==> src/design/uft_pkg.sv <==
// package: constants for the usb frame timer block
package uft_pkg;
  // register addresses, index times four on the byte-addressed register port
  localparam logic [7:0] FRAME_TIME_LEFT_IDX = 8'h0e;
  localparam logic [7:0] FRAME_COUNT_IDX     = 8'h0f;
  localparam logic [7:0] LOWSPEED_CUTOFF_IDX = 8'h11;
  localparam logic [7:0] FRAME_PERIOD_IDX    = 8'h0d;
  localparam logic [7:0] IRQ_FLAG_IDX        = 8'h03;
  localparam logic [7:0] IRQ_MASK_IDX        = 8'h04;
  localparam logic [7:0] CONTROL_IDX         = 8'h05;
  localparam logic [9:0] ADDR_SCALE          = 10'h004;

  // field layout
  localparam int BTL_W      = 14;
  localparam int FIDX_W     = 16;
  localparam int LSL_W      = 11;
  localparam int TOGGLE_BIT = 31;
  localparam int NFRAME_BIT = 2;
  localparam int OPER_BIT   = 0;

  // reset values
  localparam logic [13:0] FRAME_PERIOD_RST = 14'h2edf; // 11999
  localparam logic [10:0] LOWSPEED_RST     = 11'h628;
  localparam logic [31:0] IRQ_MASK_RST     = 32'h0000_0000;

  // timing
  localparam int CLK_HZ     = 125_000_000;
  localparam int BIT_HZ     = 12_000_000;
  localparam int TICK_ACC_W = 28;

  typedef enum logic [1:0] {
    UFT_HALTED = 2'b00,
    UFT_ENTER  = 2'b01,
    UFT_RUN    = 2'b10
  } uft_state_type;
endpackage : uft_pkg

==> src/design/uft_tick.sv <==
// bit-time tick generator: fractional divider from core clock
`timescale 1ns/100ps
module uft_tick #(
  parameter int CLK_HZ = uft_pkg::CLK_HZ,
  parameter int BIT_HZ = uft_pkg::BIT_HZ
) (
  input  wire logic core_clk_i,
  input  wire logic rst_i,
  output logic      tick_o
);
  localparam int W = uft_pkg::TICK_ACC_W;
  localparam logic [W-1:0] STEP = W'(BIT_HZ);
  localparam logic [W-1:0] WRAP = W'(CLK_HZ);

  logic [W-1:0] acc_q;
  logic [W:0]   sum;

  // phase accumulator keeps long-term rate exact; tick jitters by one clock
  assign sum = {1'b0, acc_q} + {1'b0, STEP};

  always_ff @(posedge core_clk_i) begin
    if (rst_i) begin
      acc_q  <= '0;
      tick_o <= 1'b0;
    end else if (sum >= {1'b0, WRAP}) begin
      acc_q  <= W'(sum - {1'b0, WRAP});
      tick_o <= 1'b1; // see RQ17
    end else begin
      acc_q  <= sum[W-1:0];
      tick_o <= 1'b0;
    end
  end
endmodule : uft_tick

==> src/design/uft_sticky.sv <==
// one sticky status bit: set wins over write-one-to-clear
`timescale 1ns/100ps
module uft_sticky (
  input  wire logic core_clk_i,
  input  wire logic rst_i,
  input  wire logic set_i,
  input  wire logic clr_i,
  output logic      flag_o
);
  always_ff @(posedge core_clk_i) begin
    if (rst_i) begin
      flag_o <= 1'b0;
    end else if (set_i) begin
      flag_o <= 1'b1;
    end else if (clr_i) begin
      flag_o <= 1'b0;
    end
  end
endmodule : uft_sticky

==> src/design/uft_frame_timer.sv <==
// top: frame timer with register port, low-speed gate and interrupt
//
// Operation
// RQ1: 14-bit counter decrements each bit time
// RQ2: at zero, reload frame period next tick
// RQ3: copy interval toggle into bit 31
// RQ4: entering operational loads counter from period
// RQ5: frame index increments on each reload
// RQ6: frame index wraps ffff to 0000
// RQ7: entering operational increments frame index once
// RQ8: frame advance sets new-frame status flag
// RQ9: low-speed start only if count >= limit
// RQ10: lowspeed limit is an 11-bit value
// RQ11: limit changes only by register write
// RQ12: limit read code 11, write 91
// RQ13: frame_time_left read-only, reserved reads zero
// RQ14: frame_count read-only, upper half zero
// RQ15: frame period defaults 11999, reset restores
// RQ16: software toggles bit when changing period
// RQ17: bit tick derived at 12 Mbit/s
// RQ18: counters hold outside operational state
//
// The address-and-strobe port was decided locally.
`timescale 1ns/100ps
module uft_frame_timer #(
  parameter int CLK_HZ = uft_pkg::CLK_HZ,
  parameter int BIT_HZ = uft_pkg::BIT_HZ
) (
  input  wire logic        core_clk_i,
  input  wire logic        rst_i,
  input  wire logic [9:0]  addr_i,
  input  wire logic [31:0] wdata_i,
  input  wire logic        wr_i,
  input  wire logic        rd_i,
  output logic      [31:0] rdata_o,
  input  wire logic        ls_req_i,
  output logic             ls_go_o,
  output logic             tick_o,
  output logic             irq_o
);
  // ****************************************************************
  // declarations
  // ****************************************************************
  localparam int BW = uft_pkg::BTL_W;
  localparam int FW = uft_pkg::FIDX_W;
  localparam int LW = uft_pkg::LSL_W;
  localparam int TB = uft_pkg::TOGGLE_BIT;

  logic [BW-1:0]  bit_times_left_q;
  logic [FW-1:0]  frame_index_q;
  logic           remaining_toggle_q;
  logic [BW-1:0]  frame_period_q;
  logic           interval_toggle_q;
  logic [LW-1:0]  lowspeed_limit_q;
  logic           oper_req_q;
  logic [31:0]    irq_mask_q;
  uft_pkg::uft_state_type state_q;
  uft_pkg::uft_state_type state_d;

  logic          tick;
  logic          new_frame_flag;
  logic          frame_adv;
  logic          entering;
  logic          running;
  logic          wr_period;
  logic          wr_limit;
  logic          wr_irq;
  logic          wr_mask;
  logic          wr_ctrl;
  logic [31:0]   irq_status;
  logic [31:0]   rd_mux;
  logic          last_bit;
  logic          sel_time_left;
  logic          sel_count;
  logic          sel_cutoff;
  logic          sel_period;
  logic          sel_irq;
  logic          sel_mask;
  logic          sel_ctrl;
  logic [31:0]   time_left_img;
  logic [31:0]   count_img;
  logic [31:0]   cutoff_img;
  logic [31:0]   period_img;
  logic [31:0]   ctrl_img;

  // ****************************************************************
  // register decode
  // ****************************************************************
  function automatic logic hit(input logic [9:0] a, input logic [7:0] idx);
    hit = (a == 10'(idx) * uft_pkg::ADDR_SCALE);
  endfunction : hit

  assign wr_period = wr_i && hit(addr_i, uft_pkg::FRAME_PERIOD_IDX);
  assign wr_limit  = wr_i && hit(addr_i, uft_pkg::LOWSPEED_CUTOFF_IDX);
  assign wr_irq    = wr_i && hit(addr_i, uft_pkg::IRQ_FLAG_IDX);
  assign wr_mask   = wr_i && hit(addr_i, uft_pkg::IRQ_MASK_IDX);
  assign wr_ctrl   = wr_i && hit(addr_i, uft_pkg::CONTROL_IDX);

  // ****************************************************************
  // read select
  // ****************************************************************
  // one select per register keeps the read mux flat
  assign sel_time_left = hit(addr_i, uft_pkg::FRAME_TIME_LEFT_IDX);
  assign sel_count     = hit(addr_i, uft_pkg::FRAME_COUNT_IDX);
  assign sel_cutoff    = hit(addr_i, uft_pkg::LOWSPEED_CUTOFF_IDX);
  assign sel_period    = hit(addr_i, uft_pkg::FRAME_PERIOD_IDX);
  assign sel_irq       = hit(addr_i, uft_pkg::IRQ_FLAG_IDX);
  assign sel_mask      = hit(addr_i, uft_pkg::IRQ_MASK_IDX);
  assign sel_ctrl      = hit(addr_i, uft_pkg::CONTROL_IDX);

  // ****************************************************************
  // bit-time tick
  // ****************************************************************
  uft_tick #(
    .CLK_HZ (CLK_HZ),
    .BIT_HZ (BIT_HZ)
  ) u_tick (
    .core_clk_i (core_clk_i),
    .rst_i      (rst_i),
    .tick_o     (tick)
  ); // see RQ17

  // registered again so the pin carries no divider compare logic
  always_ff @(posedge core_clk_i) begin
    if (rst_i) begin
      tick_o <= 1'b0;
    end else begin
      tick_o <= tick;
    end
  end

  // ****************************************************************
  // operational state
  // ****************************************************************
  always_comb begin
    state_d = state_q;
    unique case (state_q)
      uft_pkg::UFT_HALTED: begin
        if (oper_req_q) begin
          state_d = uft_pkg::UFT_ENTER;
        end
      end
      uft_pkg::UFT_ENTER: begin
        state_d = oper_req_q ? uft_pkg::UFT_RUN : uft_pkg::UFT_HALTED;
      end
      uft_pkg::UFT_RUN: begin
        if (!oper_req_q) begin
          state_d = uft_pkg::UFT_HALTED;
        end
      end
      default: begin
        state_d = uft_pkg::UFT_HALTED;
      end
    endcase
  end

  always_ff @(posedge core_clk_i) begin
    if (rst_i) begin
      state_q <= uft_pkg::UFT_HALTED;
    end else begin
      state_q <= state_d;
    end
  end

  // ****************************************************************
  // state decode
  // ****************************************************************
  // enter lasts one cycle, so the load and first increment happen once
  assign entering = (state_q == uft_pkg::UFT_ENTER);
  assign running  = (state_q == uft_pkg::UFT_RUN);

  // ****************************************************************
  // software registers
  // ****************************************************************
  always_ff @(posedge core_clk_i) begin
    if (rst_i) begin
      frame_period_q    <= uft_pkg::FRAME_PERIOD_RST; // see RQ15
      interval_toggle_q <= 1'b0;
    end else if (wr_period) begin
      frame_period_q    <= wdata_i[BW-1:0];
      interval_toggle_q <= wdata_i[TB]; // see RQ16
    end
  end

  // the limit is only ever touched by this write path
  always_ff @(posedge core_clk_i) begin
    if (rst_i) begin
      lowspeed_limit_q <= uft_pkg::LOWSPEED_RST;
    end else if (wr_limit) begin
      lowspeed_limit_q <= wdata_i[LW-1:0]; // see RQ10 see RQ11 see RQ12
    end
  end

  always_ff @(posedge core_clk_i) begin
    if (rst_i) begin
      oper_req_q <= 1'b0;
    end else if (wr_ctrl) begin
      oper_req_q <= wdata_i[uft_pkg::OPER_BIT];
    end
  end

  always_ff @(posedge core_clk_i) begin
    if (rst_i) begin
      irq_mask_q <= uft_pkg::IRQ_MASK_RST;
    end else if (wr_mask) begin
      irq_mask_q <= wdata_i;
    end
  end

  // ****************************************************************
  // frame counters
  // ****************************************************************
  // a reload waits for the bit time after zero was reached
  assign frame_adv = running && tick && (bit_times_left_q == '0); // see RQ2
  assign last_bit  = running && tick && (bit_times_left_q == BW'(1));

  always_ff @(posedge core_clk_i) begin
    if (rst_i) begin
      bit_times_left_q <= '0;
    end else if (entering) begin
      bit_times_left_q <= frame_period_q; // see RQ4
    end else if (frame_adv) begin
      bit_times_left_q <= frame_period_q; // see RQ2
    end else if (running && tick) begin // see RQ18
      bit_times_left_q <= bit_times_left_q - 1'b1; // see RQ1
    end
  end

  // copied as the count steps onto zero, so it marks the closing bit time
  always_ff @(posedge core_clk_i) begin
    if (rst_i) begin
      remaining_toggle_q <= 1'b0;
    end else if (last_bit) begin
      remaining_toggle_q <= interval_toggle_q; // see RQ3
    end
  end

  // wrap is natural modulo arithmetic, no saturation
  always_ff @(posedge core_clk_i) begin
    if (rst_i) begin
      frame_index_q <= '0;
    end else if (entering || frame_adv) begin
      frame_index_q <= frame_index_q + 1'b1; // see RQ5 see RQ6 see RQ7
    end
  end

  // ****************************************************************
  // low-speed start gate
  // ****************************************************************
  // gate is a one-cycle go answer to a one-cycle request
  always_ff @(posedge core_clk_i) begin
    if (rst_i) begin
      ls_go_o <= 1'b0;
    end else begin
      ls_go_o <= ls_req_i && running &&
                 (bit_times_left_q >= BW'(lowspeed_limit_q)); // see RQ9
    end
  end

  // ****************************************************************
  // interrupt status
  // ****************************************************************
  uft_sticky u_new_frame (
    .core_clk_i (core_clk_i),
    .rst_i      (rst_i),
    .set_i      (entering || frame_adv),
    .clr_i      (wr_irq && wdata_i[uft_pkg::NFRAME_BIT]),
    .flag_o     (new_frame_flag)
  ); // see RQ8

  always_comb begin
    irq_status = '0;
    irq_status[uft_pkg::NFRAME_BIT] = new_frame_flag;
  end

  // ****************************************************************
  // interrupt output
  // ****************************************************************
  // level output, drops the cycle after the last unmasked flag clears
  always_ff @(posedge core_clk_i) begin
    if (rst_i) begin
      irq_o <= 1'b0;
    end else begin
      irq_o <= |(irq_status & irq_mask_q);
    end
  end

  // ****************************************************************
  // register images
  // ****************************************************************
  // reserved bits are tied low here so every read path agrees
  always_comb begin
    time_left_img         = '0;
    time_left_img[BW-1:0] = bit_times_left_q; // see RQ13
    time_left_img[TB]     = remaining_toggle_q;
  end

  always_comb begin
    count_img         = '0;
    count_img[FW-1:0] = frame_index_q; // see RQ14
  end

  always_comb begin
    cutoff_img         = '0;
    cutoff_img[LW-1:0] = lowspeed_limit_q; // see RQ12
  end

  always_comb begin
    period_img         = '0;
    period_img[BW-1:0] = frame_period_q;
    period_img[TB]     = interval_toggle_q;
  end

  always_comb begin
    ctrl_img                    = '0;
    ctrl_img[uft_pkg::OPER_BIT] = oper_req_q;
  end

  // ****************************************************************
  // read port
  // ****************************************************************
  always_comb begin
    rd_mux = '0;
    if (sel_time_left) begin
      rd_mux = time_left_img;
    end else if (sel_count) begin
      rd_mux = count_img;
    end else if (sel_cutoff) begin
      rd_mux = cutoff_img;
    end else if (sel_period) begin
      rd_mux = period_img;
    end else if (sel_irq) begin
      rd_mux = irq_status;
    end else if (sel_mask) begin
      rd_mux = irq_mask_q;
    end else if (sel_ctrl) begin
      rd_mux = ctrl_img;
    end
  end

  // data only in the cycle after the strobe, zero otherwise
  always_ff @(posedge core_clk_i) begin
    if (rst_i) begin
      rdata_o <= '0;
    end else begin
      rdata_o <= rd_i ? rd_mux : '0;
    end
  end
endmodule : uft_frame_timer

==> config.mk <==
export PLATFORM = sky130hd
export DESIGN_NAME = uft_frame_timer
export DESIGN_NICKNAME = d
export VERILOG_FILES = /design/src/design/uft_pkg.sv /design/src/design/uft_tick.sv /design/src/design/uft_sticky.sv /design/src/design/uft_frame_timer.sv
export SDC_FILE = /design/constraint.sdc
export NUM_CORES = 1
export LEC_CHECK = 0
export BUFFER_PORTS_ARGS = -buffer_cell sky130_fd_sc_hd__buf_2
export CELL_PAD_IN_SITES_DETAIL_PLACEMENT = 2
export CELL_PAD_IN_SITES_GLOBAL_PLACEMENT = 2
export CORE_ASPECT_RATIO = 0.6
export CORE_MARGIN = 4
export CORE_UTILIZATION = 36
export CTS_BUF_LIST = sky130_fd_sc_hd__clkbuf_8
export DETAILED_ROUTE_END_ITERATION = 8
export GPL_ROUTABILITY_DRIVEN = 0
export PLACE_DENSITY = 0.9
export SYNTH_ARGS = -nofsm -noshare
export SYNTH_HDL_FRONTEND = slang
export SYNTH_SLANG_ARGS = --single-unit
==> constraint.sdc <==
create_clock -name core_clk_i -period 4.2 [get_ports core_clk_i]
set_input_delay 0.84 -clock core_clk_i [delete_from_list [all_inputs] [get_ports core_clk_i]]
set_output_delay 0.84 -clock core_clk_i [all_outputs]
set_load 0.01 [all_outputs]
==> results of run 1 <==
[timing repair]
action | CTS | global route
setup endpoints to repair | 2 | 4
gates resized for setup | 1 | 2
hold buffers | 0 | 0
[stage by stage]
| stage | instance area, sq um | utilization (%) | instances |
|---|---|---|---|
| 2_1_floorplan | 7600 | - | 938 |
| 3_3_place_gp | 8240 | 40.4 | 1251 |
| 3_5_place_dp | 8240 | 40.4 | 1251 |
| 4_1_cts | 8640 | 42.4 | 1283 |
| 5_1_grt | 8650 | 42.5 | 1284 |
| 6_report | 8650 | 42.5 | 1284 |
[critical path, cell delays in order, from the launching register on]
cell,delay (ps)
dfxtp_1,430
inv_1,120
ha_1,260
and2b_1,360
o21ai_2,180
a211o_1,340
a211oi_2,350
o211ai_1,320
a221o_2,640
a2111oi_4,440
mux2_1,350
[registers in the layout, indices dropped and copies added (netlist names)]
name	flops
irq_mask_q	32
rdata_o	32
u_tick.acc_q	22
frame_index_q	16
bit_times_left_q	14
frame_period_q	14
lowspeed_limit_q	11
state_q	2
interval_toggle_q	1
irq_o	1
ls_go_o	1
oper_req_q	1
remaining_toggle_q	1
tick_o	1
u_new_frame.flag_o	1
u_tick.tick_o	1
[how the worst min path moves through the flow]
stage,start,endpoint,slack [ps],depth (start not counted)
2_1_floorplan,u_new_frame.flag_o$_SDFFE_PP0P_,irq_o$_SDFF_PP0_,420,2
3_3_place_gp,irq_mask_q[24]$_SDFFE_PP0P_,irq_mask_q[24]$_SDFFE_PP0P_,430,2
3_5_place_dp,irq_mask_q[27]$_SDFFE_PP0P_,irq_mask_q[27]$_SDFFE_PP0P_,450,2
4_1_cts,irq_mask_q[27]$_SDFFE_PP0P_,irq_mask_q[27]$_SDFFE_PP0P_,460,2
5_1_grt,irq_mask_q[30]$_SDFFE_PP0P_,irq_mask_q[30]$_SDFFE_PP0P_,480,2
6_report,irq_mask_q[30]$_SDFFE_PP0P_,irq_mask_q[30]$_SDFFE_PP0P_,460,2
[area by class of cell]
type / count / area, sq um
diodes: 1 / 2.50
clock buffers: 17 / 234
clock inverters: 15 / 168
fillers: 2289 / 11700
inverters: 27 / 101
multi-input cells: 702 / 4250
flip-flops and latches: 151 / 3020
well taps: 273 / 342
repair buffers: 98 / 536
[cell usage after synthesis, drive strengths merged (6+ instances only)]
library cell and instances:
o31ai 6, o21a 7, buf 10, o21ai 26, xor2 16, a221oi 9, nand2 163, nand3 21
mux2 23, a22oi 26, and2 23, a222oi 6, inv 27, nand2b 7, clkbuf 48, a211oi 6
dfxtp 151, a21oi 94, or2 9, a31oi 6, nand3b 20, nor2b 24, nor3 20, mux2i 6
nor2 77, xnor2 14, nand4 8, and3 8, ha 18
[power by group]
part	switching, mW	internal, mW
clock network	0.681	0.544
registers	0.138	1.50
logic	0.686	0.364
[kinds of logic (layout without fill, tap and decap cells)]
logic type	Yosys count	after routing	share of synthesized area [%]
AOI/OAI and AO/OA	216	216	18.9
xor gates and xnor gates	30	30	3.46
adders and majority gates	18	18	2.96
buffers and inverters	85	157	4.74
DFF	151	151	39.7
muxes	29	29	4.20
other	0	1	0
and+or+nand+nor	409	409	26.0
[routing by layer]
layer  routed length, um  share of wire (%)
met1               14700                 43
met3                2790                8.1
met4                1230                3.6
met5                   0                  0
met2               15800                 46
==> results.tsv, run 1 <==
stage	metric	value	unit
routing	wl_per_cell	26.9	um
global_route	use_met1	37.9	%
sta	hold_viol	0	
floorplan	die_area	23600	sq um
routing	wirelength	34500	um
sta	rsz0062_at_grt	false	
setup_path	endpoint	u_tick.acc_q[22]$_SDFF_PP0_	
power	powerDensity	452	nW/um^2
logic_synthesis	synth-seq-cells	151	
power	ir_worst_vdd	0.205	mV
global_route	grt_max_degree	82	
floorplan	floorplan.initialDensity	37.3	%
floorplan	core	20400	sq um
setup_path	crit_path_start_kind	flop	
floorplan	row_count	40	
setup_path	setup.worst_path.end_class	flop	
routing	vias_per_cell	6.12	
place	port-buffer-count	81	
hold_path	hp-class	flop to flop	
setup_path	timing.rr.end	u_tick.acc_q[22]$_SDFF_PP0_	
setup_path	critical_path.startpoint	u_tick.acc_q[8]$_SDFF_PP0_	
setup_path	worst-setup-path-type	flop to flop	
cells_and_area	nNetsFinal	1062	
clock_network	cts_buffers	17	
sta	worst_slack	281	ps
setup_path	reg2reg_depth	10	
logic_synthesis	synth_top_area_share	39.7	%
global_route	grtUsageMet3	7.83	%
clock_network	cts_buffer_depth	2	
routing	first_pass_iters	6	
logic_synthesis	netlist_instances	938	
place	hpwl	22100	um
global_route	use_met2	46.3	%
floorplan	die_w	196	um
power	p_leak	3.39	nW
logic_synthesis	syn-num-nets	1003	
floorplan	pin_count	82	
logic_synthesis	synth-edff-count	0	
sta	max_freq	255	MHz
clock_network	clockRootBuffer	clkbuf_8	
power	p_total	3.91	mW
cells_and_area	area_growth	13.8	%
logic_synthesis	post-synth-top-area-cell	dfxtp_1	
logic_synthesis	synth.distinct_cells	73	
routing	drc	0	
global_route	grt_pass1_wl	53100	um
sta	setup_viol	0	
logic_synthesis	async_flop_share	0	%
global_route	grt_pass1_vias	8637	
global_route	grt_overflow	0	
logic_synthesis	synth_area_leaders	dfxtp_1 (40%), nand2_1 (8.0%), a21oi_1 (5.9%), nor2_1 (3.8%), ha_1 (3.0%)	
clock_network	clock_sinks	151	
job	max-cap-violations	0	
cells_and_area	mostFrequentLayoutCells	nand2_1 (163), dfxtp_1 (151), a21oi_1 (89)	
logic_synthesis	netlist_area	7600	sq um
setup_path	reg2reg_slack	280	ps
logic_synthesis	ys_warn_count	0	
sta	hold_ws	460	ps
clock_network	insertion_delay	500	ps
cells_and_area	layout_commonest_cell	nand2_1	
setup_path	crit_arrival	4300	ps
clock_network	cts_tree	done	
setup_path	crit_required	4590	ps
run_status	outcome	completed	
sta	min_period_over_period	93.3	%
routing	drtIter0Drc	808	
sta	tns	0	ps
logic_synthesis	syn_avg_cell_area	8.11	sq um
floorplan	die_h	121	um
cells_and_area	drive_gt1_share	16.6	%
sta	slew_headroom	19.6	%
global_route	antenna_found_initial	1	
setup_path	crit_fanout	20	
sta	fin_skew	21.1	ps
global_route	grt.busiest_layer	met2	
logic_synthesis	synth_ff_type	dfxtp_1	
clock_network	cts-htree-levels	4	
sta	fin_crit	3920	ps
logic_synthesis	yosysSeqAreaShare	39.7	%
global_route	grtUsageTotal	29.3	%
place	pre_cts_ws	91.9	ps
clock_network	clkSlewWorstSetupHoldPaths	100	ps
sta	worst_pin_slew	1200	ps
clock_network	post_cts_buffers	0	
routing	postRouteAntennaNets	0	
routing	vias	7858	
sta	slew_viol_final	0	
setup_path	r2r-start	u_tick.acc_q[8]$_SDFF_PP0_	
Power figures use the tool's default switching activity.
==> inputs of run 2 (changes only) <==
--- a/config.mk
+++ b/config.mk
@@ -5,14 +5,14 @@
 export SDC_FILE = /design/constraint.sdc
 export NUM_CORES = 1
 export LEC_CHECK = 0
-export BUFFER_PORTS_ARGS = -buffer_cell sky130_fd_sc_hd__buf_2
 export CELL_PAD_IN_SITES_DETAIL_PLACEMENT = 2
 export CELL_PAD_IN_SITES_GLOBAL_PLACEMENT = 2
 export CORE_ASPECT_RATIO = 0.6
 export CORE_MARGIN = 4
-export CORE_UTILIZATION = 36
+export CORE_UTILIZATION = 39
 export CTS_BUF_LIST = sky130_fd_sc_hd__clkbuf_8
 export DETAILED_ROUTE_END_ITERATION = 8
+export DONT_BUFFER_PORTS = 1
 export GPL_ROUTABILITY_DRIVEN = 0
 export PLACE_DENSITY = 0.9
 export SYNTH_ARGS = -nofsm -noshare
==> results.tsv, run 2 (synthesized netlist as in run 1, its figures left out) <==
stage	metric	value	unit
sta	worst_slack	249	ps
job	max-cap-violations	0	
cells_and_area	reg_top3	irq_mask_q x32, rdata_o x32, u_tick.acc_q x22	
clock_network	cts-htree-levels	4	
setup_path	path_buf_inv	1	
cells_and_area	mostFrequentLayoutCells	nand2_1 (163), dfxtp_1 (151), a21oi_1 (89)	
sta	fin_skew	24.9	ps
sta	worst_pin_slew	1100	ps
setup_path	setup.worst_path.end_class	flop	
floorplan	die_w	188	um
global_route	grt_pass1_vias	7983	
clock_network	clkSlewWorstSetupHoldPaths	100	ps
clock_network	insertion_delay	490	ps
sta	slew_viol_final	0	
power	p_total	3.87	mW
sta	min_period_over_period	94.1	%
floorplan	row_count	39	
setup_path	max_stage_delay	600	ps
setup_path	crit_path_start_kind	flop	
global_route	grt_overflow	0	
routing	first_pass_iters	6	
setup_path	worstPathCellList	inv_1 > ha_1 > and2b_1 > o21ai_2 > a211o_1 > a211oi_2 > o211ai_1 > a221o_2 > a2111oi_4 > mux2_1	
setup_path	crit_required	4560	ps
hold_path	hp-class	primary input to flop	
sta	rsz0062_at_grt	false	
clock_network	clock_sinks	151	
cells_and_area	layout_commonest_cell	nand2_1	
cells_and_area	drive_gt1_share	9.17	%
setup_path	cpLargestDelayFamily	compound AO/OA/AOI/OAI gates	
cells_and_area	area_growth	8.09	%
sta	tns	0	ps
cells_and_area	diodes	0	
cells_and_area	nNetsFinal	979	
sta	fin_crit	3950	ps
cells_and_area	finish.utilization	43.1	%
sta	hold_ws	443	ps
routing	vias	7542	
routing	drtIter0Drc	890	
clock_network	cts_buffer_depth	2	
clock_network	cts_buffers	17	
global_route	grtUsageTotal	29.9	%
power	p_leak	3.00	nW
floorplan	die_area	21900	sq um
global_route	grt_pass1_wl	49900	um
cells_and_area	instances_no_fill	1193	
sta	max_freq	253	MHz
routing	vias_per_cell	6.32	
sta	setup_viol	0	
setup_path	crit_fanout	20	
global_route	antenna_found_initial	0	
place	dp.cells	1161	
floorplan	core	19100	sq um
setup_path	crit_arrival	4310	ps
setup_path	crit_path_top_delay_cell	a221o_2	
place	dpl_cell_area	7800	sq um
routing	postRouteAntennaNets	0	
sta	slew_headroom	26.4	%
clock_network	holdBufCountCts	0	
clock_network	cts_tree	done	
sta	hold_viol	0	
cells_and_area	fin_area	8220	sq um
routing	wirelength	33000	um
floorplan	pin_count	82	
power	ir_worst_vdd	0.266	mV
place	hpwl	20200	um
routing	drc	0	
place	port-buffer-count	0	
clock_network	clockRootBuffer	clkbuf_8	
setup_path	worst-setup-path-type	flop to flop	
floorplan	floorplan.initialDensity	39.9	%
global_route	grt_max_degree	137	
power	powerDensity	470	nW/um^2
place	pre_cts_ws	149	ps
floorplan	die_h	116	um
routing	wl_per_cell	27.7	um
run_status	outcome	completed	
run 2: path summary, 6_finish.rpt:
path	slack [ps]	to	start	cells past startpoint
max	250	u_tick.acc_q[22]$_SDFF_PP0_	u_tick.acc_q[8]$_SDFF_PP0_	10
max reg2reg	250	u_tick.acc_q[22]$_SDFF_PP0_	u_tick.acc_q[8]$_SDFF_PP0_	10
min	440	u_tick.tick_o$_SDFF_PP0_	rst_i	1
min reg2reg	460	irq_mask_q[30]$_SDFFE_PP0P_	irq_mask_q[30]$_SDFFE_PP0P_	2
run 2: timing repair:
action,CTS,global route
setup endpoints to repair,0,20
buffers inserted,0,0
resized for setup,0,4
hold endpoints to repair,0,0
run 2: layout make-up:
cell class | count | area (sq um)
inverter | 27 | 101
sequential | 151 | 3020
tap | 266 | 333
clock inverter | 15 | 169
clock buffer | 17 | 234
fill | 2152 | 10900
timing repair buffer | 15 | 113
multi-input combinational | 702 | 4250
run 2: layer usage:
layer  wire length (um)  global-route usage, %
met5                  0                      0
met4               1260                   12.4
met3               2950                   8.15
met2              14600                   47.1
met1              14200                   39.4
run 2: worst register-to-register path: stages (launching register included):
cell and delay (ps):
dfxtp_1 500, inv_1 140, ha_1 290, and2b_1 350
o21ai_2 190, a211o_1 340, a211oi_2 310, o211ai_1 290
a221o_2 600, a2111oi_4 440, mux2_1 370
run 2: report_power, final:
group          switching [mW]  total (mW)  internal (mW)
registers               0.117        1.62           1.50
logic                   0.664        1.02          0.357
clock network           0.682        1.23          0.546
total                    1.46        3.87           2.40
